<file path="src/rtl/pmt_pkg.sv">
// constants, register map and field layout of the period match timer
package pmt_pkg;

  // ==========================================================================
  // register indices and byte addresses on the 32-bit bus
  // ==========================================================================
  localparam logic [7:0] PMT_IDX_IRQ_FLAGS   = 8'h0c;
  localparam logic [7:0] PMT_IDX_COUNT       = 8'h11;
  localparam logic [7:0] PMT_IDX_CONTROL     = 8'h12;
  localparam logic [7:0] PMT_IDX_IRQ_ENABLES = 8'h8c;
  localparam logic [7:0] PMT_IDX_PERIOD      = 8'h92;

  localparam int unsigned PMT_ADDR_W = 10;

  localparam logic [9:0] PMT_ADDR_IRQ_FLAGS   = {PMT_IDX_IRQ_FLAGS, 2'b00};
  localparam logic [9:0] PMT_ADDR_COUNT       = {PMT_IDX_COUNT, 2'b00};
  localparam logic [9:0] PMT_ADDR_CONTROL     = {PMT_IDX_CONTROL, 2'b00};
  localparam logic [9:0] PMT_ADDR_IRQ_ENABLES = {PMT_IDX_IRQ_ENABLES, 2'b00};
  localparam logic [9:0] PMT_ADDR_PERIOD      = {PMT_IDX_PERIOD, 2'b00};

  // ==========================================================================
  // field positions
  // ==========================================================================
  localparam int unsigned PMT_CTL_PRE_LSB  = 0;
  localparam int unsigned PMT_CTL_ON_BIT   = 2;
  localparam int unsigned PMT_CTL_POST_LSB = 3;
  localparam int unsigned PMT_IRQ_MATCH    = 1;

  // ==========================================================================
  // reset values
  // ==========================================================================
  localparam logic [7:0] PMT_RST_COUNT   = 8'h00;
  localparam logic [6:0] PMT_RST_CONTROL = 7'h00;
  localparam logic [7:0] PMT_RST_PERIOD  = 8'hff;
  localparam logic [3:0] PMT_RST_PRE_CNT = 4'h0;
  localparam logic [3:0] PMT_RST_POST    = 4'h0;
  localparam logic [1:0] PMT_RST_DIV     = 2'h0;

  // ==========================================================================
  // clock division and prescale terminal counts
  // ==========================================================================
  localparam int unsigned PMT_SYS_CLK_HZ   = 40_000_000;
  localparam int unsigned PMT_INSTR_DIV    = 4;
  localparam logic [1:0]  PMT_DIV_LAST     = 2'(PMT_INSTR_DIV - 1);
  localparam logic [3:0]  PMT_PRE_LAST_1   = 4'h0;
  localparam logic [3:0]  PMT_PRE_LAST_4   = 4'h3;
  localparam logic [3:0]  PMT_PRE_LAST_16  = 4'hf;

endpackage : pmt_pkg

</file>
<file path="src/rtl/pmt_top.sv">
// period match timer: counter, period, prescale, postscale, bus slave, irq
//
// Added by the designer: the Avalon-MM register port.
`timescale 1ns/1ps
`default_nettype none

module pmt_top (
  // clock and reset
  input  wire logic                          sys_clk_in,
  input  wire logic                          rst_n_in,
  // avalon-mm slave
  input  wire logic [pmt_pkg::PMT_ADDR_W-1:0] avs_address_in,
  input  wire logic                          avs_read_in,
  input  wire logic                          avs_write_in,
  input  wire logic [31:0]                   avs_writedata_in,
  input  wire logic [3:0]                    avs_byteenable_in,
  output logic      [31:0]                   avs_readdata_out,
  output logic                               avs_waitrequest_out,
  // interrupt
  output logic                               irq_out,
  // serial port shift clock source
  output logic                               ssp_match_out,
  // pwm time base
  output logic      [7:0]                    pwm_count_out,
  output logic      [7:0]                    pwm_period_out,
  output logic                               pwm_match_out
);
  import pmt_pkg::*;

  // ==========================================================================
  // declarations
  // ==========================================================================
  logic        wait_q;
  logic        wait_d;
  logic [31:0] rdata_q;
  logic [31:0] rdata_d;

  logic        req;
  logic        wr_go;
  logic        sel_flags;
  logic        sel_count;
  logic        sel_control;
  logic        sel_enables;
  logic        sel_period;
  logic        wr_flags;
  logic        wr_count;
  logic        wr_control;
  logic        wr_enables;
  logic        wr_period;
  logic [7:0]  wbyte;

  logic [1:0]  div_q;
  logic [1:0]  div_d;
  logic        instr_tick;

  logic [7:0]  count_q;
  logic [7:0]  count_d;
  logic [6:0]  control_q;
  logic [6:0]  control_d;
  logic [7:0]  period_q;
  logic [7:0]  period_d;
  logic        flag_q;
  logic        flag_d;
  logic        enable_q;
  logic        enable_d;

  logic        match_q;
  logic        match_d;
  logic        irq_q;
  logic        irq_d;

  logic        counter_on;
  logic [1:0]  prescale_select;
  logic [3:0]  postscale_select;
  logic        scaler_clear;
  logic        pre_tick;
  logic        post_done;
  logic        count_step;
  logic        period_hit;

  // ==========================================================================
  // control fields
  // ==========================================================================
  assign counter_on       = control_q[PMT_CTL_ON_BIT];
  assign prescale_select  = control_q[PMT_CTL_PRE_LSB +: 2];
  assign postscale_select = control_q[PMT_CTL_POST_LSB +: 4];

  // ==========================================================================
  // bus decode
  // ==========================================================================
  // one wait state: a request is answered one cycle after it is first seen
  assign req   = avs_read_in || avs_write_in;
  assign wr_go = avs_write_in && !wait_q && avs_byteenable_in[0];
  assign wbyte = avs_writedata_in[7:0];

  always_comb begin
    sel_flags   = 1'b0;
    sel_count   = 1'b0;
    sel_control = 1'b0;
    sel_enables = 1'b0;
    sel_period  = 1'b0;
    if (avs_address_in == PMT_ADDR_IRQ_FLAGS) begin
      sel_flags = 1'b1;
    end else if (avs_address_in == PMT_ADDR_COUNT) begin
      sel_count = 1'b1;
    end else if (avs_address_in == PMT_ADDR_CONTROL) begin
      sel_control = 1'b1;
    end else if (avs_address_in == PMT_ADDR_IRQ_ENABLES) begin
      sel_enables = 1'b1;
    end else if (avs_address_in == PMT_ADDR_PERIOD) begin
      sel_period = 1'b1;
    end
  end

  assign wr_flags   = wr_go && sel_flags;
  assign wr_count   = wr_go && sel_count;
  assign wr_control = wr_go && sel_control;
  assign wr_enables = wr_go && sel_enables;
  assign wr_period  = wr_go && sel_period;

  // ==========================================================================
  // bus handshake and read data
  // ==========================================================================
  always_comb begin
    wait_d  = 1'b1;
    rdata_d = rdata_q;
    if (req && wait_q) begin
      wait_d  = 1'b0;
      // unmapped addresses and unimplemented bits read as zero
      rdata_d = 32'h0000_0000;
      if (sel_flags) begin
        rdata_d[PMT_IRQ_MATCH] = flag_q;
      end else if (sel_count) begin
        rdata_d[7:0] = count_q;
      end else if (sel_control) begin
        rdata_d[6:0] = control_q;
      end else if (sel_enables) begin
        rdata_d[PMT_IRQ_MATCH] = enable_q;
      end else if (sel_period) begin
        rdata_d[7:0] = period_q;
      end
    end
  end

  always_ff @(posedge sys_clk_in) begin
    if (!rst_n_in) begin
      wait_q  <= 1'b1;
      rdata_q <= 32'h0000_0000;
    end else begin
      wait_q  <= wait_d;
      rdata_q <= rdata_d;
    end
  end

  // ==========================================================================
  // instruction clock divider
  // ==========================================================================
  // free running, so the prescaler sees an evenly spaced quarter-rate tick
  always_comb begin
    if (div_q == PMT_DIV_LAST) begin
      div_d = PMT_RST_DIV;
    end else begin
      div_d = div_q + 2'h1;
    end
  end

  assign instr_tick = (div_q == PMT_DIV_LAST) && counter_on;

  always_ff @(posedge sys_clk_in) begin
    if (!rst_n_in) begin
      div_q <= PMT_RST_DIV;
    end else begin
      div_q <= div_d;
    end
  end

  // ==========================================================================
  // scalers
  // ==========================================================================
  assign scaler_clear = wr_count || wr_control;

  pmt_prescaler u_prescaler (
    .sys_clk_in (sys_clk_in),
    .rst_n_in   (rst_n_in),
    .tick_in    (instr_tick),
    .select_in  (prescale_select),
    .clear_in   (scaler_clear),
    .tick_out   (pre_tick)
  );

  // a software counter write overrides the increment in the same cycle
  assign count_step = pre_tick && counter_on && !wr_count;
  assign period_hit = count_step && (count_q == period_q);

  pmt_postscaler u_postscaler (
    .sys_clk_in (sys_clk_in),
    .rst_n_in   (rst_n_in),
    .match_in   (period_hit),
    .select_in  (postscale_select),
    .clear_in   (scaler_clear),
    .done_out   (post_done)
  );

  // ==========================================================================
  // counter, period and control registers
  // ==========================================================================
  always_comb begin
    count_d   = count_q;
    control_d = control_q;
    period_d  = period_q;
    if (wr_count) begin
      count_d = wbyte;
    end else if (count_step) begin
      if (period_hit) begin
        count_d = 8'h00;
      end else begin
        count_d = count_q + 8'h01;
      end
    end
    if (wr_control) begin
      // bit 7 is dropped; the counter itself is not touched here
      control_d = wbyte[6:0];
    end
    if (wr_period) begin
      period_d = wbyte;
    end
  end

  always_ff @(posedge sys_clk_in) begin
    if (!rst_n_in) begin
      count_q   <= PMT_RST_COUNT;
      control_q <= PMT_RST_CONTROL;
      period_q  <= PMT_RST_PERIOD;
    end else begin
      count_q   <= count_d;
      control_q <= control_d;
      period_q  <= period_d;
    end
  end

  // ==========================================================================
  // interrupt flag, enable and output
  // ==========================================================================
  always_comb begin
    flag_d   = flag_q;
    enable_d = enable_q;
    if (wr_flags) begin
      // writing zero clears, writing one sets from software
      flag_d = wbyte[PMT_IRQ_MATCH];
    end
    if (post_done) begin
      // a hardware set in the cycle of a clearing write wins
      flag_d = 1'b1;
    end
    if (wr_enables) begin
      enable_d = wbyte[PMT_IRQ_MATCH];
    end
    irq_d = flag_d && enable_d;
  end

  always_ff @(posedge sys_clk_in) begin
    if (!rst_n_in) begin
      flag_q   <= 1'b0;
      enable_q <= 1'b0;
      irq_q    <= 1'b0;
    end else begin
      flag_q   <= flag_d;
      enable_q <= enable_d;
      irq_q    <= irq_d;
    end
  end

  // ==========================================================================
  // match pulse to serial port and pwm unit
  // ==========================================================================
  // registered so it lines up with the counter having returned to zero
  assign match_d = period_hit;

  always_ff @(posedge sys_clk_in) begin
    if (!rst_n_in) begin
      match_q <= 1'b0;
    end else begin
      match_q <= match_d;
    end
  end

  // ==========================================================================
  // outputs
  // ==========================================================================
  assign avs_readdata_out    = rdata_q;
  assign avs_waitrequest_out = wait_q;
  assign irq_out             = irq_q;
  assign ssp_match_out       = match_q;
  assign pwm_count_out       = count_q;
  assign pwm_period_out      = period_q;
  assign pwm_match_out       = match_q;

endmodule : pmt_top
`default_nettype wire

</file>
<file path="src/rtl/pmt_prescaler.sv">
// input prescaler of the period match timer: divides ticks by 1, 4 or 16
`timescale 1ns/1ps
`default_nettype none
module pmt_prescaler (
  // clock and reset
  input  wire logic       sys_clk_in,
  input  wire logic       rst_n_in,
  // control
  input  wire logic       tick_in,
  input  wire logic [1:0] select_in,
  input  wire logic       clear_in,
  // result
  output logic            tick_out
);
  import pmt_pkg::*;

  logic [3:0] cnt_q;
  logic [3:0] cnt_d;
  logic [3:0] last;

  // ==========================================================================
  // division
  // ==========================================================================
  always_comb begin
    if (select_in[1]) begin
      last = PMT_PRE_LAST_16;
    end else if (select_in[0]) begin
      last = PMT_PRE_LAST_4;
    end else begin
      last = PMT_PRE_LAST_1;
    end
    cnt_d    = cnt_q;
    tick_out = 1'b0;
    if (clear_in) begin
      cnt_d = PMT_RST_PRE_CNT;
    end else if (tick_in) begin
      // a ratio change mid count wraps at once instead of running to 15
      if (cnt_q >= last) begin
        cnt_d    = PMT_RST_PRE_CNT;
        tick_out = 1'b1;
      end else begin
        cnt_d = cnt_q + 4'h1;
      end
    end
  end

  always_ff @(posedge sys_clk_in) begin
    if (!rst_n_in) begin
      cnt_q <= PMT_RST_PRE_CNT;
    end else begin
      cnt_q <= cnt_d;
    end
  end

endmodule : pmt_prescaler
`default_nettype wire

</file>
<file path="src/rtl/pmt_postscaler.sv">
// match postscaler of the period match timer: 1:1 to 1:16
`timescale 1ns/1ps
`default_nettype none
module pmt_postscaler (
  // clock and reset
  input  wire logic       sys_clk_in,
  input  wire logic       rst_n_in,
  // control
  input  wire logic       match_in,
  input  wire logic [3:0] select_in,
  input  wire logic       clear_in,
  // result
  output logic            done_out
);
  import pmt_pkg::*;

  logic [3:0] cnt_q;
  logic [3:0] cnt_d;

  // ==========================================================================
  // match counting
  // ==========================================================================
  always_comb begin
    cnt_d    = cnt_q;
    done_out = 1'b0;
    if (clear_in) begin
      cnt_d = PMT_RST_POST;
    end else if (match_in) begin
      if (cnt_q >= select_in) begin
        cnt_d    = PMT_RST_POST;
        done_out = 1'b1;
      end else begin
        cnt_d = cnt_q + 4'h1;
      end
    end
  end

  always_ff @(posedge sys_clk_in) begin
    if (!rst_n_in) begin
      cnt_q <= PMT_RST_POST;
    end else begin
      cnt_q <= cnt_d;
    end
  end

endmodule : pmt_postscaler
`default_nettype wire

</file>
<file path="config.mk">
export PLATFORM = sky130hd
export DESIGN_NAME = pmt_top
export DESIGN_NICKNAME = d
export VERILOG_FILES = /design/src/rtl/pmt_pkg.sv /design/src/rtl/pmt_top.sv /design/src/rtl/pmt_prescaler.sv /design/src/rtl/pmt_postscaler.sv
export SDC_FILE = /design/constraint.sdc
export NUM_CORES = 1
export LEC_CHECK = 0
export BUFFER_PORTS_ARGS = -buffer_cell sky130_fd_sc_hd__buf_2
export CAP_MARGIN = 40
export CORE_UTILIZATION = 50
export CTS_CLUSTER_SIZE = 24
export DETAILED_ROUTE_END_ITERATION = 10
export PLACE_DENSITY_LB_ADDON = 0.15
export SLEW_MARGIN = 30
export SYNTH_ARGS = -nofsm -noshare
export SYNTH_HDL_FRONTEND = slang
export SYNTH_SLANG_ARGS = --single-unit
</file>
<file path="constraint.sdc">
create_clock -name sys_clk_in -period 2.6 [get_ports sys_clk_in]
set_input_delay 0.26 -clock sys_clk_in [delete_from_list [all_inputs] [get_ports sys_clk_in]]
set_output_delay 0.26 -clock sys_clk_in [all_outputs]
set_load 0.01 [all_outputs]
</file>
### Word-level counts from Yosys, hierarchy flattened

Index checks and enable logic that the tools add are counted.

* input port bits: 50
* flip-flop bits (word level): 46
* output and inout port bits: 52
* word-level logic and storage cells: 88

* reduce and logical (&&, ||, !) cells: 20
* order comparisons: 2
* eq/ne operators: 7
* muxes and demuxes: 42
* bitwise gates (word level): 1
* add/sub/neg operators: 4

Operators by type and width (number)
* 8-bit 2-to-1 mux: 5
* 1-bit 2-to-1 mux: 30
* 10-bit equality test (second input constant): 2
* 10-bit by 7-bit equality test with 1-bit output (second input constant): 2
* 1-bit logical AND: 13
* 4-bit 2-to-1 mux: 3
* 6-bit 2-to-1 mux: 2
* 10-bit by 6-bit equality test with 1-bit output (second input constant): 1
* 4-bit by 1-bit adder with 4-bit output (second input constant): 2
* 8-bit by 1-bit adder with 8-bit output (second input constant): 1
* 8-bit equality test: 1
* 4-bit >= comparator: 2
* 7-bit 2-to-1 mux: 1
* 2-bit OR reduction: 2
* 2-bit by 1-bit adder with 2-bit output (second input constant): 1
* 2-bit equality test (second input constant): 1
* 1-bit zero test: 2
* 1-bit logical OR: 2
* 2-bit 2-to-1 mux: 1
* 2-bit nonzero test: 1
* 1-bit inverter: 1

### Longest topological paths before layout

Gate-level depths: netlist of run 1.

* word-level depth: 14
* gate-level depth with buffers: 8
* gate-level depth less buffers: 8

### By module

Synthesis of run 1 repeated with hierarchy kept, for this count alone.

* cell total of the unflattened synthesis: 317
* area, all modules: 2776.4 µm²

By module, submodules not included
* pmt_top: seq. area each 760.7 µm², area an instance 2115.8 µm², cells an instance 245, instances 1
* pmt_prescaler: seq. area each 80.1 µm², area an instance 331.6 µm², cells an instance 36, instances 1
* pmt_postscaler: seq. area each 80.1 µm², area an instance 329.1 µm², cells an instance 36, instances 1

### Worst setup path after synthesis of run 1

No wires, ideal clock.

* path kind: register -> register
* from: register control_q[0]
* to: register count_q[6], in the netlist pwm_count_out[6]
* slack: 0.168 ns
* stages on the path, launching flop included: 9
* clock period less this slack: 2.432 ns
* data required time: 2.480 ns
* arrival time: 2.312 ns
* path buffers: 0
* library setup time: 0.120 ns
* cell sequence: dfxtp_1 > or2_2 > ha_1 > nand2b_1 > a2111oi_1 > nor4b_2 > o21ai_0 > nor3_1 > o31a_1

* word-level cells in the longest chain between the ends: 12
* elaborated cells between the ends (all ways): 13

RTL lines
* from (decl): RTL line pmt_top.sv:58 `logic [6:0] control_q;`
* from (signal assigned): RTL line pmt_top.sv:236 `control_q <= control_d;`
* 2-bit 2-to-1 mux (*): RTL line pmt_prescaler.sv:27 `end else if (select_in[0]) begin`
* 4-bit 2-to-1 mux (*): RTL line pmt_prescaler.sv:25 `if (select_in[1]) begin`
* 4-bit >= comparator (*): RTL line pmt_prescaler.sv:38 `if (cnt_q >= last) begin`
* 1-bit 2-to-1 mux (*): RTL line pmt_prescaler.sv:38
* 1-bit 2-to-1 mux (*): RTL line pmt_prescaler.sv:36 `end else if (tick_in) begin`
* 1-bit 2-to-1 mux (*): RTL line pmt_prescaler.sv:34 `if (clear_in) begin`
* 1-bit logical AND (*) (2 in series): RTL line pmt_top.sv:192 `assign count_step = pre_tick && counter_on && !wr_count;`
* 1-bit logical AND: RTL line pmt_top.sv:193 `assign period_hit = count_step && (count_q == period_q);`
* 8-bit 2-to-1 mux: RTL line pmt_top.sv:214 `if (period_hit) begin`
* 8-bit 2-to-1 mux: RTL line pmt_top.sv:213 `end else if (count_step) begin`
* 8-bit 2-to-1 mux: RTL line pmt_top.sv:211 `if (wr_count) begin`
* to (signal assigned): RTL line pmt_top.sv:235 `count_q <= count_d;`
* to (decl): RTL line pmt_top.sv:56 `logic [7:0] count_q;`

Mark *: on every way between the ends. The rest lies on a longest branch, timed or not. The select of a mux whose other input is x is not followed.
A chain may end at the register's enable or synchronous reset.

### Worst setup path after layout of run 1

* from: register control_q[1]
* to: register count_q[2], in the netlist pwm_count_out[2]

* word-level cells in the longest chain between the ends: 11
* elaborated cells between the ends (all ways): 12

RTL lines (RTL line)
* 4-bit 2-to-1 mux (*): pmt_prescaler.sv:25
* 4-bit >= comparator (*): pmt_prescaler.sv:38
* 1-bit 2-to-1 mux (*): pmt_prescaler.sv:38
* 1-bit 2-to-1 mux (*): pmt_prescaler.sv:36
* 1-bit 2-to-1 mux (*): pmt_prescaler.sv:34
* 1-bit logical AND (*) (2 in series): pmt_top.sv:192
* 1-bit logical AND: pmt_top.sv:193
* 8-bit 2-to-1 mux: pmt_top.sv:214
* 8-bit 2-to-1 mux: pmt_top.sv:213
* 8-bit 2-to-1 mux: pmt_top.sv:211

Marks and branches as above.

==> results.md, run 1 <==
* Result of the run: finished, final reports clean
* Share of final-layout standard cells stronger than drive strength 1 at 0.220
* Chip width at 76.3 microns
* Share of synthesized flip-flops with an asynchronous set or reset at 0
* Insertion delay of the later-clocked pin in the worst-skew pair at 0.31 ns
* TritonCTS clock tree: built
* Input/output buffers at 50
* Unrepaired setup endpoints after global routing: no
* Hold Path Class: primary input to flop
* Final cell utilization of the core at 0.613
* Hold Buf Count CTS at 0
* Switching power summed over all nets at 0.331 mW
* Vias in the first global route at 2,376
* Total count of hold-check failures in the final report at 0
* Net Sw Frac at 0.243
* Simple-gate area share of the yosys netlist at 0.273
* Nature of the critical path startpoint: flop
* HP Start: avs_writedata_in[7]
* Combined global-route utilization of all metal layers at 0.252
* Max-cap violations at 0
* Row count at 26
* Count of flip-flops with a built-in enable after synthesis at 0
* Wire length after detailed routing at 7.14 mm
* Area of the placeable core at 5200 sq um
* R2R setup slack at 0.19 ns
* # setup viols final at 0
* Total clock sinks at 46
* Sum of negative setup slack at 0 ns
* Remaining antenna violation count at 0
* Worst vdd rail ir drop at 212 uV
* Syn Inst Count at 340
* Sequential share of power at 0.526
* Synthesized-area fraction occupied by adder cells at 0.0544
* Mapped Avg Cell Area at 8.12 sq um
* Compound-gate portion of the synthesized area at 0.168
* Estimated wirelength of the detail-placed design at 5.44 mm
* Pin count of the biggest net entering global routing at 22
* Post-synthesis register bit count at 46
* CTS Buffer Depth at 2
* Number of cells on the worst hold path at 3
* Final clock period utilization by the worst path at 0.927
* Synth Area in XOR/XNOR at 0.0571
* Worst-case reg-to-reg path depth at 9
* Start-to-end type of the worst setup path: flop to flop
* Number of antenna diodes at 0
* Biggest fanout along the worst timing path at 5
* Clock share of power at 0.391
* Synthesis warning total at 0
* Startpoint of the worst register-to-register path: control_q[1]
* Tmin final at 2.41 ns
* Global-route wire length before repair at 11.6 mm
* Rel. slew slack at 0.488
* # Post-CTS Setup Buffers at 0
* Slew of the pin with the lowest slew margin at 0.767 ns
* Floorplan die height at 76.3 microns
* FF-to-FF End: pwm_count_out[2]
* I/O pin count at 102
* Root buffer selected by CTS: sky130_fd_sc_hd__clkbuf_8
* Area of the die at 5820 sq um
* Multi-input logic area at 1640 sq um
* Detailed-route DRC error count at 0
* Leakage at 1.33 nW
* Area growth syn-to-layout at 15.5%
* Internal portion of total power at 1.03 mW
* Sequential area share after synthesis at 0.333
* H-Tree Depth at 2
* Initial cell density of the core at 0.531
* Fmax at 0.415 GHz
* Number of antenna violations at the first check in global routing at 0
* Average detailed-routed wire length per instance at 15.1 microns
* Avg Vias per Cell at 5.52
* Required time of the critical path at 2.83 ns
* Area taken by flip-flops and latches at 921 sq um
* Dominant combinational cell family by area after synthesis: simple AND/OR/NAND/NOR gates
* Number of vias in the routed layout at 2,615
* Worst clock skew on the final layout at 0.0104 ns
* Hold endpoint: pwm_period_out[7]
* Final #Nets at 465
* Total congestion overflow at 0
* Count of fill cells added during filler insertion at 495
* Number of gates resized after cts at 0
* Clk slew on worst S/H paths at 0.09 ns
* Total power divided by cell area at 427 nW/um^2
* Flip-flop cell with the highest count after synthesis: sky130_fd_sc_hd__dfxtp_1
* Total iterations of the first detailed-routing run at 4
* Final Slew Violations at 0
* Weighted congestion at the end of routability-driven global placement at 0.917
* Multiplexer area fraction after synthesis at 0.00725
* Total CTS buffers at 5
* Syn Std Cell Area at 2760 sq um
* Initial DRC Count at 143
* Distinct cell type count of the synthesized netlist at 57
* Arrival time reported for the critical path endpoint at 2.64 ns
* Critical path endpoint category: flop
* Combinational Power Share at 0.083
-- worst max-delay path by stage --
stage,start,to,slack (ns),cells past startpoint
6_report,control_q[1],pwm_count_out[2],0.19,9
5_1_grt,control_q[0],pwm_count_out[2],0.02,9
4_1_cts,control_q[1],pwm_count_out[2],0.18,9
3_5_place_dp,control_q[0],pwm_count_out[2],0.20,9
3_3_place_gp,control_q[0],pwm_count_out[2],0.22,9
2_1_floorplan,control_q[0],pwm_count_out[6],0.17,8
-- registers in the layout, summed over array words and instances (netlist names) --
name	flops
avs_readdata_out	8
avs_waitrequest_out	1
control_q	7
div_q	2
enable_q	1
flag_q	1
irq_out	1
pwm_count_out	8
pwm_match_out	1
pwm_period_out	8
u_postscaler.cnt_q	4
u_prescaler.cnt_q	4
-- final cells by class --
type                            instances  share of cell area
Tap cell                               70              0.0275
Sequential cell                        46               0.289
Inverter                               12              0.0141
Multi-Input combinational cell        269               0.513
Clock inverter                          3              0.0125
Timing Repair Buffer                   69               0.123
Clock buffer                            5              0.0216
-- cells by family (layout without fill, tap and decap cells) --
group	Yosys count	count (layout)
flops	46	46
xor+xnor	18	18
other cells	1	24
buf+inv	48	89
simple gates	141	141
compound gates	72	72
mux	2	2
fa+ha+maj	12	12
-- cells in the mapped netlist (3+ instances only) --
cell,count,area share
sky130_fd_sc_hd__a211oi_1,3,0.0082
sky130_fd_sc_hd__a21oi_1,28,0.051
sky130_fd_sc_hd__a2bb2oi_1,3,0.0095
sky130_fd_sc_hd__and2_1,3,0.0068
sky130_fd_sc_hd__and3_1,4,0.0091
sky130_fd_sc_hd__and3b_1,3,0.0095
sky130_fd_sc_hd__buf_4,25,0.068
sky130_fd_sc_hd__clkbuf_1,7,0.0095
sky130_fd_sc_hd__dfxtp_1,46,0.33
sky130_fd_sc_hd__ha_1,12,0.054
sky130_fd_sc_hd__inv_1,12,0.016
sky130_fd_sc_hd__nand2_1,39,0.053
sky130_fd_sc_hd__nand2b_1,4,0.0091
sky130_fd_sc_hd__nand3_1,35,0.063
sky130_fd_sc_hd__nand4_1,6,0.014
sky130_fd_sc_hd__nor2_1,19,0.026
sky130_fd_sc_hd__nor3_1,8,0.014
sky130_fd_sc_hd__o21ai_0,13,0.024
sky130_fd_sc_hd__xnor2_1,13,0.041
sky130_fd_sc_hd__xor2_1,5,0.016
-- through the flow --
step | instance area [sq um] | hold slack (ns) | instances | power, mW | setup slack [ns]
final | 3190 | 0.220 | 474 | 1.36 | 0.190
after CTS | 3190 | 0.217 | 474 | 1.37 | 0.179
after floorplan | 2850 | 0.390 | 363 | 0.823 | 0.168
after global placement | 3080 | 0.413 | 466 | 0.841 | 0.221
after global routing | 3190 | 0.212 | 474 | 1.42 | 0.0226
after detailed placement | 3080 | 0.424 | 466 | 0.844 | 0.205
-- power groups by stage --
stage	Sequential, mW	Clock [mW]	Combinational, mW
2_1_floorplan	0.733	0	0.0898
6_report	0.715	0.532	0.113
3_3_place_gp	0.731	0	0.110
5_1_grt	0.717	0.583	0.123
4_1_cts	0.715	0.544	0.112
3_5_place_dp	0.732	0	0.112
-- placed cells by master (no fill, tap or decap), types with 3 or more instances in the layout --
master,Yosys,routed
sky130_fd_sc_hd__dfxtp_1,46,46
sky130_fd_sc_hd__a211oi_1,3,3
sky130_fd_sc_hd__xnor2_1,13,13
sky130_fd_sc_hd__clkbuf_8,0,5
sky130_fd_sc_hd__and2_1,3,3
sky130_fd_sc_hd__xor2_1,5,5
sky130_fd_sc_hd__nand4_1,6,6
sky130_fd_sc_hd__ha_1,12,12
sky130_fd_sc_hd__nand2_1,39,39
sky130_fd_sc_hd__and3_1,4,4
sky130_fd_sc_hd__nor2_1,19,19
sky130_fd_sc_hd__conb_1,1,24
sky130_fd_sc_hd__buf_4,25,19
sky130_fd_sc_hd__nand3_1,35,35
sky130_fd_sc_hd__nor3_1,8,8
sky130_fd_sc_hd__a2bb2oi_1,3,3
sky130_fd_sc_hd__a21oi_1,28,28
sky130_fd_sc_hd__inv_1,12,12
sky130_fd_sc_hd__buf_2,2,50
sky130_fd_sc_hd__o21ai_0,13,13
sky130_fd_sc_hd__and3b_1,3,3
sky130_fd_sc_hd__nand2b_1,4,4
-- layer usage --
| metal | wire, microns | track usage | part of all wire |
|---|---|---|---|
| met1 | 3310 | 0.341 | 0.46 |
| met2 | 3290 | 0.405 | 0.46 |
| met5 | 0 | 0 | 0 |
| met4 | 133 | 0.0865 | 0.019 |
| met3 | 404 | 0.0431 | 0.057 |
-- worst max-delay path, stage by stage, from the launching register on --
cell and delay [ns]:
sky130_fd_sc_hd__dfxtp_1 0.34, sky130_fd_sc_hd__or2_2 0.29, sky130_fd_sc_hd__ha_1 0.27, sky130_fd_sc_hd__nand2b_1 0.09
sky130_fd_sc_hd__a2111oi_1 0.07, sky130_fd_sc_hd__buf_4 0.15, sky130_fd_sc_hd__nor3_2 0.29, sky130_fd_sc_hd__nand2_1 0.20
sky130_fd_sc_hd__or4b_1 0.49, sky130_fd_sc_hd__a31oi_1 0.15
Power figures use the tool's default switching activity.
==> run 2: changes to the inputs <==
clock period = 2.4 ns   (was 2.6 ns; I/O delays follow)
==> run 2 against run 1 <==
Sequential power grew 8.4%; non-clock buffer count grew 10; clock power grew 11%; critical path depth increased by 1; flip-flop and latch count stayed put; core utilization rose by 2.5 points; combinational power is 9% higher; clock skew fell by 0.0014 ns; die area stayed put; sequential share of layout area shrank 1.1 points; cell count increased by 2.1%; total power rose by 9.5%.
==> results.md, run 2 (synthesized netlist as in run 1, its figures left out) <==
* Estimated wirelength of the detail-placed design at 5.59 mm (+2.7%)
* Final Slew Violations at 0 (unchanged)
* Final clock period utilization by the worst path at 0.948 (+0.0211)
* Leakage at 1.40 nW (+4.9%)
* Hold Buf Count CTS at 0 (unchanged)
* Total congestion overflow at 0 (unchanged)
* Average detailed-routed wire length per instance at 15.2 microns (+0.72%)
* Number of antenna diodes at 0 (unchanged)
* Startpoint of the worst register-to-register path: control_q[0]
* Worst clock skew on the final layout at 0.00897 ns (-0.00139 ns)
* Critical path endpoint category: flop
* Result of the run: finished, final reports clean
* Insertion delay of the later-clocked pin in the worst-skew pair at 0.31 ns (about the same)
* Worst-case reg-to-reg path depth at 10 (+1)
* Number of antenna violations at the first check in global routing at 0 (unchanged)
* Share of final-layout standard cells stronger than drive strength 1 at 0.251 (+0.0309)
* Most frequent standard cell in the layout excluding fill and tap cells: sky130_fd_sc_hd__buf_2
* Arrival time reported for the critical path endpoint at 2.44 ns (-0.20 ns)
* Total count of hold-check failures in the final report at 0 (unchanged)
* Vias in the first global route at 2,434 (+2.4%)
* HP Start: avs_writedata_in[7]
* Rel. slew slack at 0.505 (+0.0169)
* Total clock sinks at 46 (unchanged)
* Sum of negative setup slack at 0 ns (unchanged)
* Weighted congestion at the end of routability-driven global placement at 0.954 (+4.1%)
* Area of the placeable core at 5200 sq um (unchanged)
* Total power divided by cell area at 449 nW/um^2 (+5.2%)
* Unrepaired setup endpoints after global routing: no
* Slew of the pin with the lowest slew margin at 0.742 ns (-0.0254 ns)
* Avg Vias per Cell at 5.48 (-0.72%)
* Required time of the critical path at 2.56 ns (-0.27 ns)
* Startpoint of the worst setup timing path: control_q[0]
* Total iterations of the first detailed-routing run at 4 (unchanged)
* TritonCTS clock tree: built
* R2R setup slack at 0.12 ns (-0.07 ns)
* Min setup slack post-route at 0.125 ns (-0.0652 ns)
* Combined global-route utilization of all metal layers at 0.260 (+0.00753)
* Number of cells on the worst hold path at 3 (unchanged)
* Area of the die at 5820 sq um (unchanged)
* Hold Path Class: primary input to flop
* Tmin final at 2.28 ns (-0.135 ns)
* Detailed-route DRC error count at 0 (unchanged)
* Total CTS buffers at 5 (unchanged)
* Global-route wire length before repair at 11.9 mm (+2.6%)
* CTS Buffer Depth at 2 (unchanged)
* Area growth syn-to-layout at 20.3%
* Fmax at 0.440 GHz (+5.9%)
* Leading cell types in the layout, fill and taps excluded: sky130_fd_sc_hd__buf_2 (50), sky130_fd_sc_hd__dfxtp_1 (46), sky130_fd_sc_hd__nand2_1 (37), sky130_fd_sc_hd__nand3_1 (35), sky130_fd_sc_hd__buf_4 (29)
* Number of vias in the routed layout at 2,651 (+1.4%)
* H-Tree Depth at 2 (unchanged)
* Worst vdd rail ir drop at 242 uV (+14%)
* Row count at 26 (unchanged)
* # setup viols final at 0 (unchanged)
* Pin count of the biggest net entering global routing at 22 (unchanged)
* Floorplan die height at 76.3 microns (unchanged)
* Root buffer selected by CTS: sky130_fd_sc_hd__clkbuf_8
* Start-to-end type of the worst setup path: flop to flop
* Clk slew on worst S/H paths at 0.09 ns (about the same)
* Chip width at 76.3 microns (unchanged)
* Hold slack at 0.189 ns (-0.0314 ns)
* Biggest fanout along the worst timing path at 4 (-1)
* Final #Nets at 475 (+2.2%)
* Input/output buffers at 50 (unchanged)
* Wire length after detailed routing at 7.34 mm (+2.8%)
* Max-cap violations at 0 (unchanged)
* Overall Power at 1.49 mW (+9.5%)
* Initial DRC Count at 202 (+41%)
* Remaining antenna violation count at 0 (unchanged)
* Nature of the critical path startpoint: flop
* Initial cell density of the core at 0.531 (unchanged)
* Pre-CTS setup slack at -0.128 ns (-0.333 ns)
* I/O pin count at 102 (unchanged)
run 2: changes by cell type in the layout (fill, tap and decap cells not counted), sizes merged:
cell	delta
clkinvlp	+1
clkinv	-2
buf	+10
clkbuf	+1
run 2: critical path: stages (launching register included):
cell                        delay [ns]
sky130_fd_sc_hd__dfxtp_1          0.32
sky130_fd_sc_hd__or2_4            0.25
sky130_fd_sc_hd__ha_1             0.28
sky130_fd_sc_hd__nand2b_4         0.15
sky130_fd_sc_hd__a2111oi_4        0.33
sky130_fd_sc_hd__buf_4            0.20
sky130_fd_sc_hd__nor4b_4          0.06
sky130_fd_sc_hd__buf_4            0.17
sky130_fd_sc_hd__and3b_1          0.16
sky130_fd_sc_hd__a21oi_2          0.12
sky130_fd_sc_hd__o22ai_1          0.09
run 2: worst paths after layout:
| check | endpoint |
|---|---|
| worst max-delay path | pwm_count_out[1] |
| worst min-delay path | pwm_period_out[7] |
| worst max register to register | pwm_count_out[1] |
| worst min register to register | div_q[0] |
run 2: layer usage:
| layer | vias up | share of wire | track usage |
|---|---|---|---|
| met5 | - | 0 | 0 |
| met4 | 0 | 0.025 | 0.108 |
| met3 | 16 | 0.062 | 0.0311 |
| met2 | 111 | 0.47 | 0.433 |
| met1 | 1223 | 0.45 | 0.339 |
| li1 | 1301 | - | - |
run 2: what timing repair did:
| action | in CTS | in global routing |
|---|---|---|
| cloned | 0 | 0 |
| pin swaps | 2 | 4 |
| gates resized for setup | 3 | 7 |
| setup endpoints to repair | 9 | 8 |
| setup buffers | 0 | 3 |
run 2: area by class of cell:
cell class / count / area, sq um
clock buffer: 6 / 72.6
clock inverter: 2 / 37.5
fill: 459 / 1880
inverter: 12 / 45.0
multi-input combinational: 269 / 1690
sequential: 46 / 921
tap: 70 / 87.6
timing repair buffer: 79 / 468
run 2: through the flow:
| stage | utilization | std cells | instance area, sq um |
|---|---|---|---|
| 5_1_grt | 0.638 | 484 | 3320 |
| 2_1_floorplan | - | 363 | 2850 |
| 3_3_place_gp | 0.603 | 473 | 3140 |
| 6_report | 0.638 | 484 | 3320 |
| 4_1_cts | 0.629 | 481 | 3270 |
| 3_5_place_dp | 0.603 | 473 | 3140 |
run 2: power by group:
group | total [mW] | internal (mW) | switching [mW]
clock network | 0.593 | 0.311 | 0.282
registers | 0.775 | 0.771 | 0.00409
logic | 0.123 | 0.0391 | 0.0839
==> run 3: changes to the inputs <==
CORE_MARGIN = 4   (was unset)
==> run 3 against run 2 <==
First-iteration DRC count decreased by 5.4%; clock skew increased by 0.0012 ns; non-clock buffer count is 8 lower; largest cell class unchanged; cell area shrank 2.9%; sequential share of layout area increased by 0.86 points; cell count decreased by 1.7%; core utilization fell by 2.2 points.
==> results.md, run 3 (synthesized netlist as in run 1, its figures left out) <==
* Final cell utilization of the core at 0.616 (-0.0221)
* Placed Cells incl. Taps at 467 (-1.3%)
* Chip width at 82.3 microns (+7.9%)
* Combinational Power Share at 0.091 (+0.008)
* Placed cell areas at 3090 sq um (-1.4%)
* Clock share of power at 0.353 (-0.045)
* Estimated wirelength of the detail-placed design at 5.69 mm (+1.8%)
* Result of the run: finished, final reports clean
* Final clock period utilization by the worst path at 0.955 (+0.00711)
* Combined global-route utilization of all metal layers at 0.233 (-0.0270)
* Number of vias in the routed layout at 2,672 (+0.79%)
* Critical path endpoint category: flop
* Clk slew on worst S/H paths at 0.09 ns (about the same)
* Input/output buffers at 50 (unchanged)
* Wire length after detailed routing at 7.50 mm (+2.2%)
* Hold Buf Count CTS at 0 (unchanged)
* Final #Nets at 467 (-1.7%)
* Overall Power at 1.39 mW (-6.7%)
* Total congestion overflow at 0 (unchanged)
* # setup viols final at 0 (unchanged)
* Top cell by count, worst path: sky130_fd_sc_hd__buf_4
* Hold Path Class: primary input to flop
* Insertion delay of the later-clocked pin in the worst-skew pair at 0.30 ns (about the same)
* Number of antenna violations at the first check in global routing at 0 (unchanged)
* Unrepaired setup endpoints after global routing: yes
* Rel. slew slack at 0.469 (-0.0363)
* Worst vdd rail ir drop at 287 uV (+19%)
* Vias in the first global route at 2,425 (-0.37%)
* Start-to-end type of the worst setup path: flop to flop
* Final instance area at 3230 sq um (-2.9%)
* Fmax at 0.436 GHz (-0.74%)
* Pin count of the biggest net entering global routing at 22 (unchanged)
* Floorplan die height at 82.3 microns (+7.9%)
* Total power divided by cell area at 431 nW/um^2 (-3.9%)
* Row count at 26 (unchanged)
* Multi-input logic area at 1670 sq um (-0.96%)
* Leading cell types in the layout, fill and taps excluded: sky130_fd_sc_hd__buf_2 (50), sky130_fd_sc_hd__dfxtp_1 (45), sky130_fd_sc_hd__nand2_1 (37), sky130_fd_sc_hd__nand3_1 (35), sky130_fd_sc_hd__a21oi_1 (28)
* Biggest fanout along the worst timing path at 5 (+1)
* Final Slew Violations at 0 (unchanged)
* Total count of hold-check failures in the final report at 0 (unchanged)
* Remaining antenna violation count at 0 (unchanged)
* Weighted congestion at the end of routability-driven global placement at 0.888 (-7.0%)
* Required time of the critical path at 2.58 ns (+0.02 ns)
* Max-cap violations at 0 (unchanged)
* I/O pin count at 102 (unchanged)
* Busiest layer in global routing: met2
* Area of the die at 6780 sq um (+16%)
* Met3 Usage GRT at 0.0390 (+0.00791)
* M1 GR Usage at 0.310 (-0.0294)
* Final instance count without filler cells at 476 (-1.7%)
* CP max-delay cell: sky130_fd_sc_hd__nor4b_4
* Switching power summed over all nets at 0.378 mW (+2.1%)
* Arrival time reported for the critical path endpoint at 2.48 ns (+0.04 ns)
* TritonCTS clock tree: built
* Average detailed-routed wire length per instance at 15.8 microns (+3.9%)
* Worst clock skew on the final layout at 0.0102 ns (+0.00121 ns)
* Internal portion of total power at 1.01 mW (-9.6%)
* Nature of the critical path startpoint: flop
* CTS Buffer Depth at 2 (unchanged)
* Critical-path cell list: or2_2 -> ha_1 -> nand2b_4 -> a2111oi_2 -> buf_4 -> nor4b_4 -> buf_4 -> buf_4 -> nand3_1 -> xor2_1 -> nor2_1
* Area of the placeable core at 5240 sq um (+0.62%)
* Root buffer selected by CTS: sky130_fd_sc_hd__clkbuf_8
* Area growth syn-to-layout at 16.9%
* Total iterations of the first detailed-routing run at 5 (+1)
* Sequential share of power at 0.557 (+0.037)
* Total CTS buffers at 5 (unchanged)
* Count of fill cells added during filler insertion at 490 (+6.8%)
* Tmin final at 2.29 ns (+0.0171 ns)
* Avg Vias per Cell at 5.61 (+2.5%)
* Net Sw Frac at 0.271 (+0.0233)
* Total clock sinks at 46 (unchanged)
* Detailed-route DRC error count at 0 (unchanged)
* Share of final-layout standard cells stronger than drive strength 1 at 0.239 (-0.0123)
* Global-route wire length before repair at 11.9 mm (-0.18%)
* H-Tree Depth at 2 (unchanged)
* Area taken by flip-flops and latches at 922 sq um (+0.14%)
* Most frequent standard cell in the layout excluding fill and tap cells: sky130_fd_sc_hd__buf_2
* Number of antenna diodes at 0 (unchanged)
* GR Util met2 at 0.381 (-0.0519)
* Initial cell density of the core at 0.527 (-0.00330)
* Delay of the slowest critical-path stage at 0.41 ns (+0.08 ns)
* Leakage at 1.36 nW (-3.0%)
* Slew of the pin with the lowest slew margin at 0.796 ns (+0.0544 ns)
* Initial DRC Count at 191 (-5.4%)
* Sum of negative setup slack at 0 ns (unchanged)
[run 3: worst paths after layout]
path | start | end | slack (ns) | cells past startpoint
setup / recovery | control_q[0] | u_postscaler.cnt_q[2] | 0.11 | 11
hold / removal | avs_writedata_in[7] | pwm_period_out[7] | 0.20 | 3
setup reg to reg | control_q[0] | u_postscaler.cnt_q[2] | 0.11 | 11
hold reg to reg | div_q[0] | div_q[0] | 0.43 | 1
[run 3: timing repair]
item                                    in CTS  in global routing
resized for setup                            2                  6
setup buffers                                0                  1
pin swaps                                    0                  7
endpoints found under the setup margin       5                  8
[run 3: power groups by stage]
| stage | clock network, mW | registers [mW] | logic, mW |
|---|---|---|---|
| 2_1_floorplan | 0 | 0.794 | 0.0973 |
| 3_3_place_gp | 0 | 0.792 | 0.120 |
| 3_5_place_dp | 0 | 0.792 | 0.122 |
| 4_1_cts | 0.503 | 0.775 | 0.122 |
| 5_1_grt | 0.549 | 0.776 | 0.137 |
| 6_report | 0.491 | 0.775 | 0.126 |
[run 3: area by class of cell]
class	instances	area share
multi-input cells	269	0.519
flip-flops and latches	46	0.286
repair buffers	71	0.126
well taps	70	0.0271
clock buffers	5	0.0213
inverters	12	0.0140
clock inverters	3	0.00659
[run 3: through the flow]
step	worst slack [ns]	hold slack [ns]
finish	0.108	0.204
floorplan	0.146	0.370
global route	-0.000653	0.182
global placement	0.0129	0.413
detailed placement	-0.0499	0.420
CTS	0.0257	0.191
[run 3: layer usage]
layer | vias to the layer above | wire length (microns)
met5 | - | 0
li1 | 1289 | -
met2 | 140 | 3440
met4 | 0 | 137
met1 | 1233 | 3220
met3 | 10 | 697
[run 3: worst max-delay path, delay by kind of cell, from the launching register on]
kind,cells,cell delay (ns)
AO/OA/AOI/OAI,1,0.06
XOR/XNOR,1,0.13
adder cells (fa/ha/maj),1,0.27
buffers and inverters,3,0.44
flip-flops,1,0.33
AND/OR/NAND/NOR,5,0.95
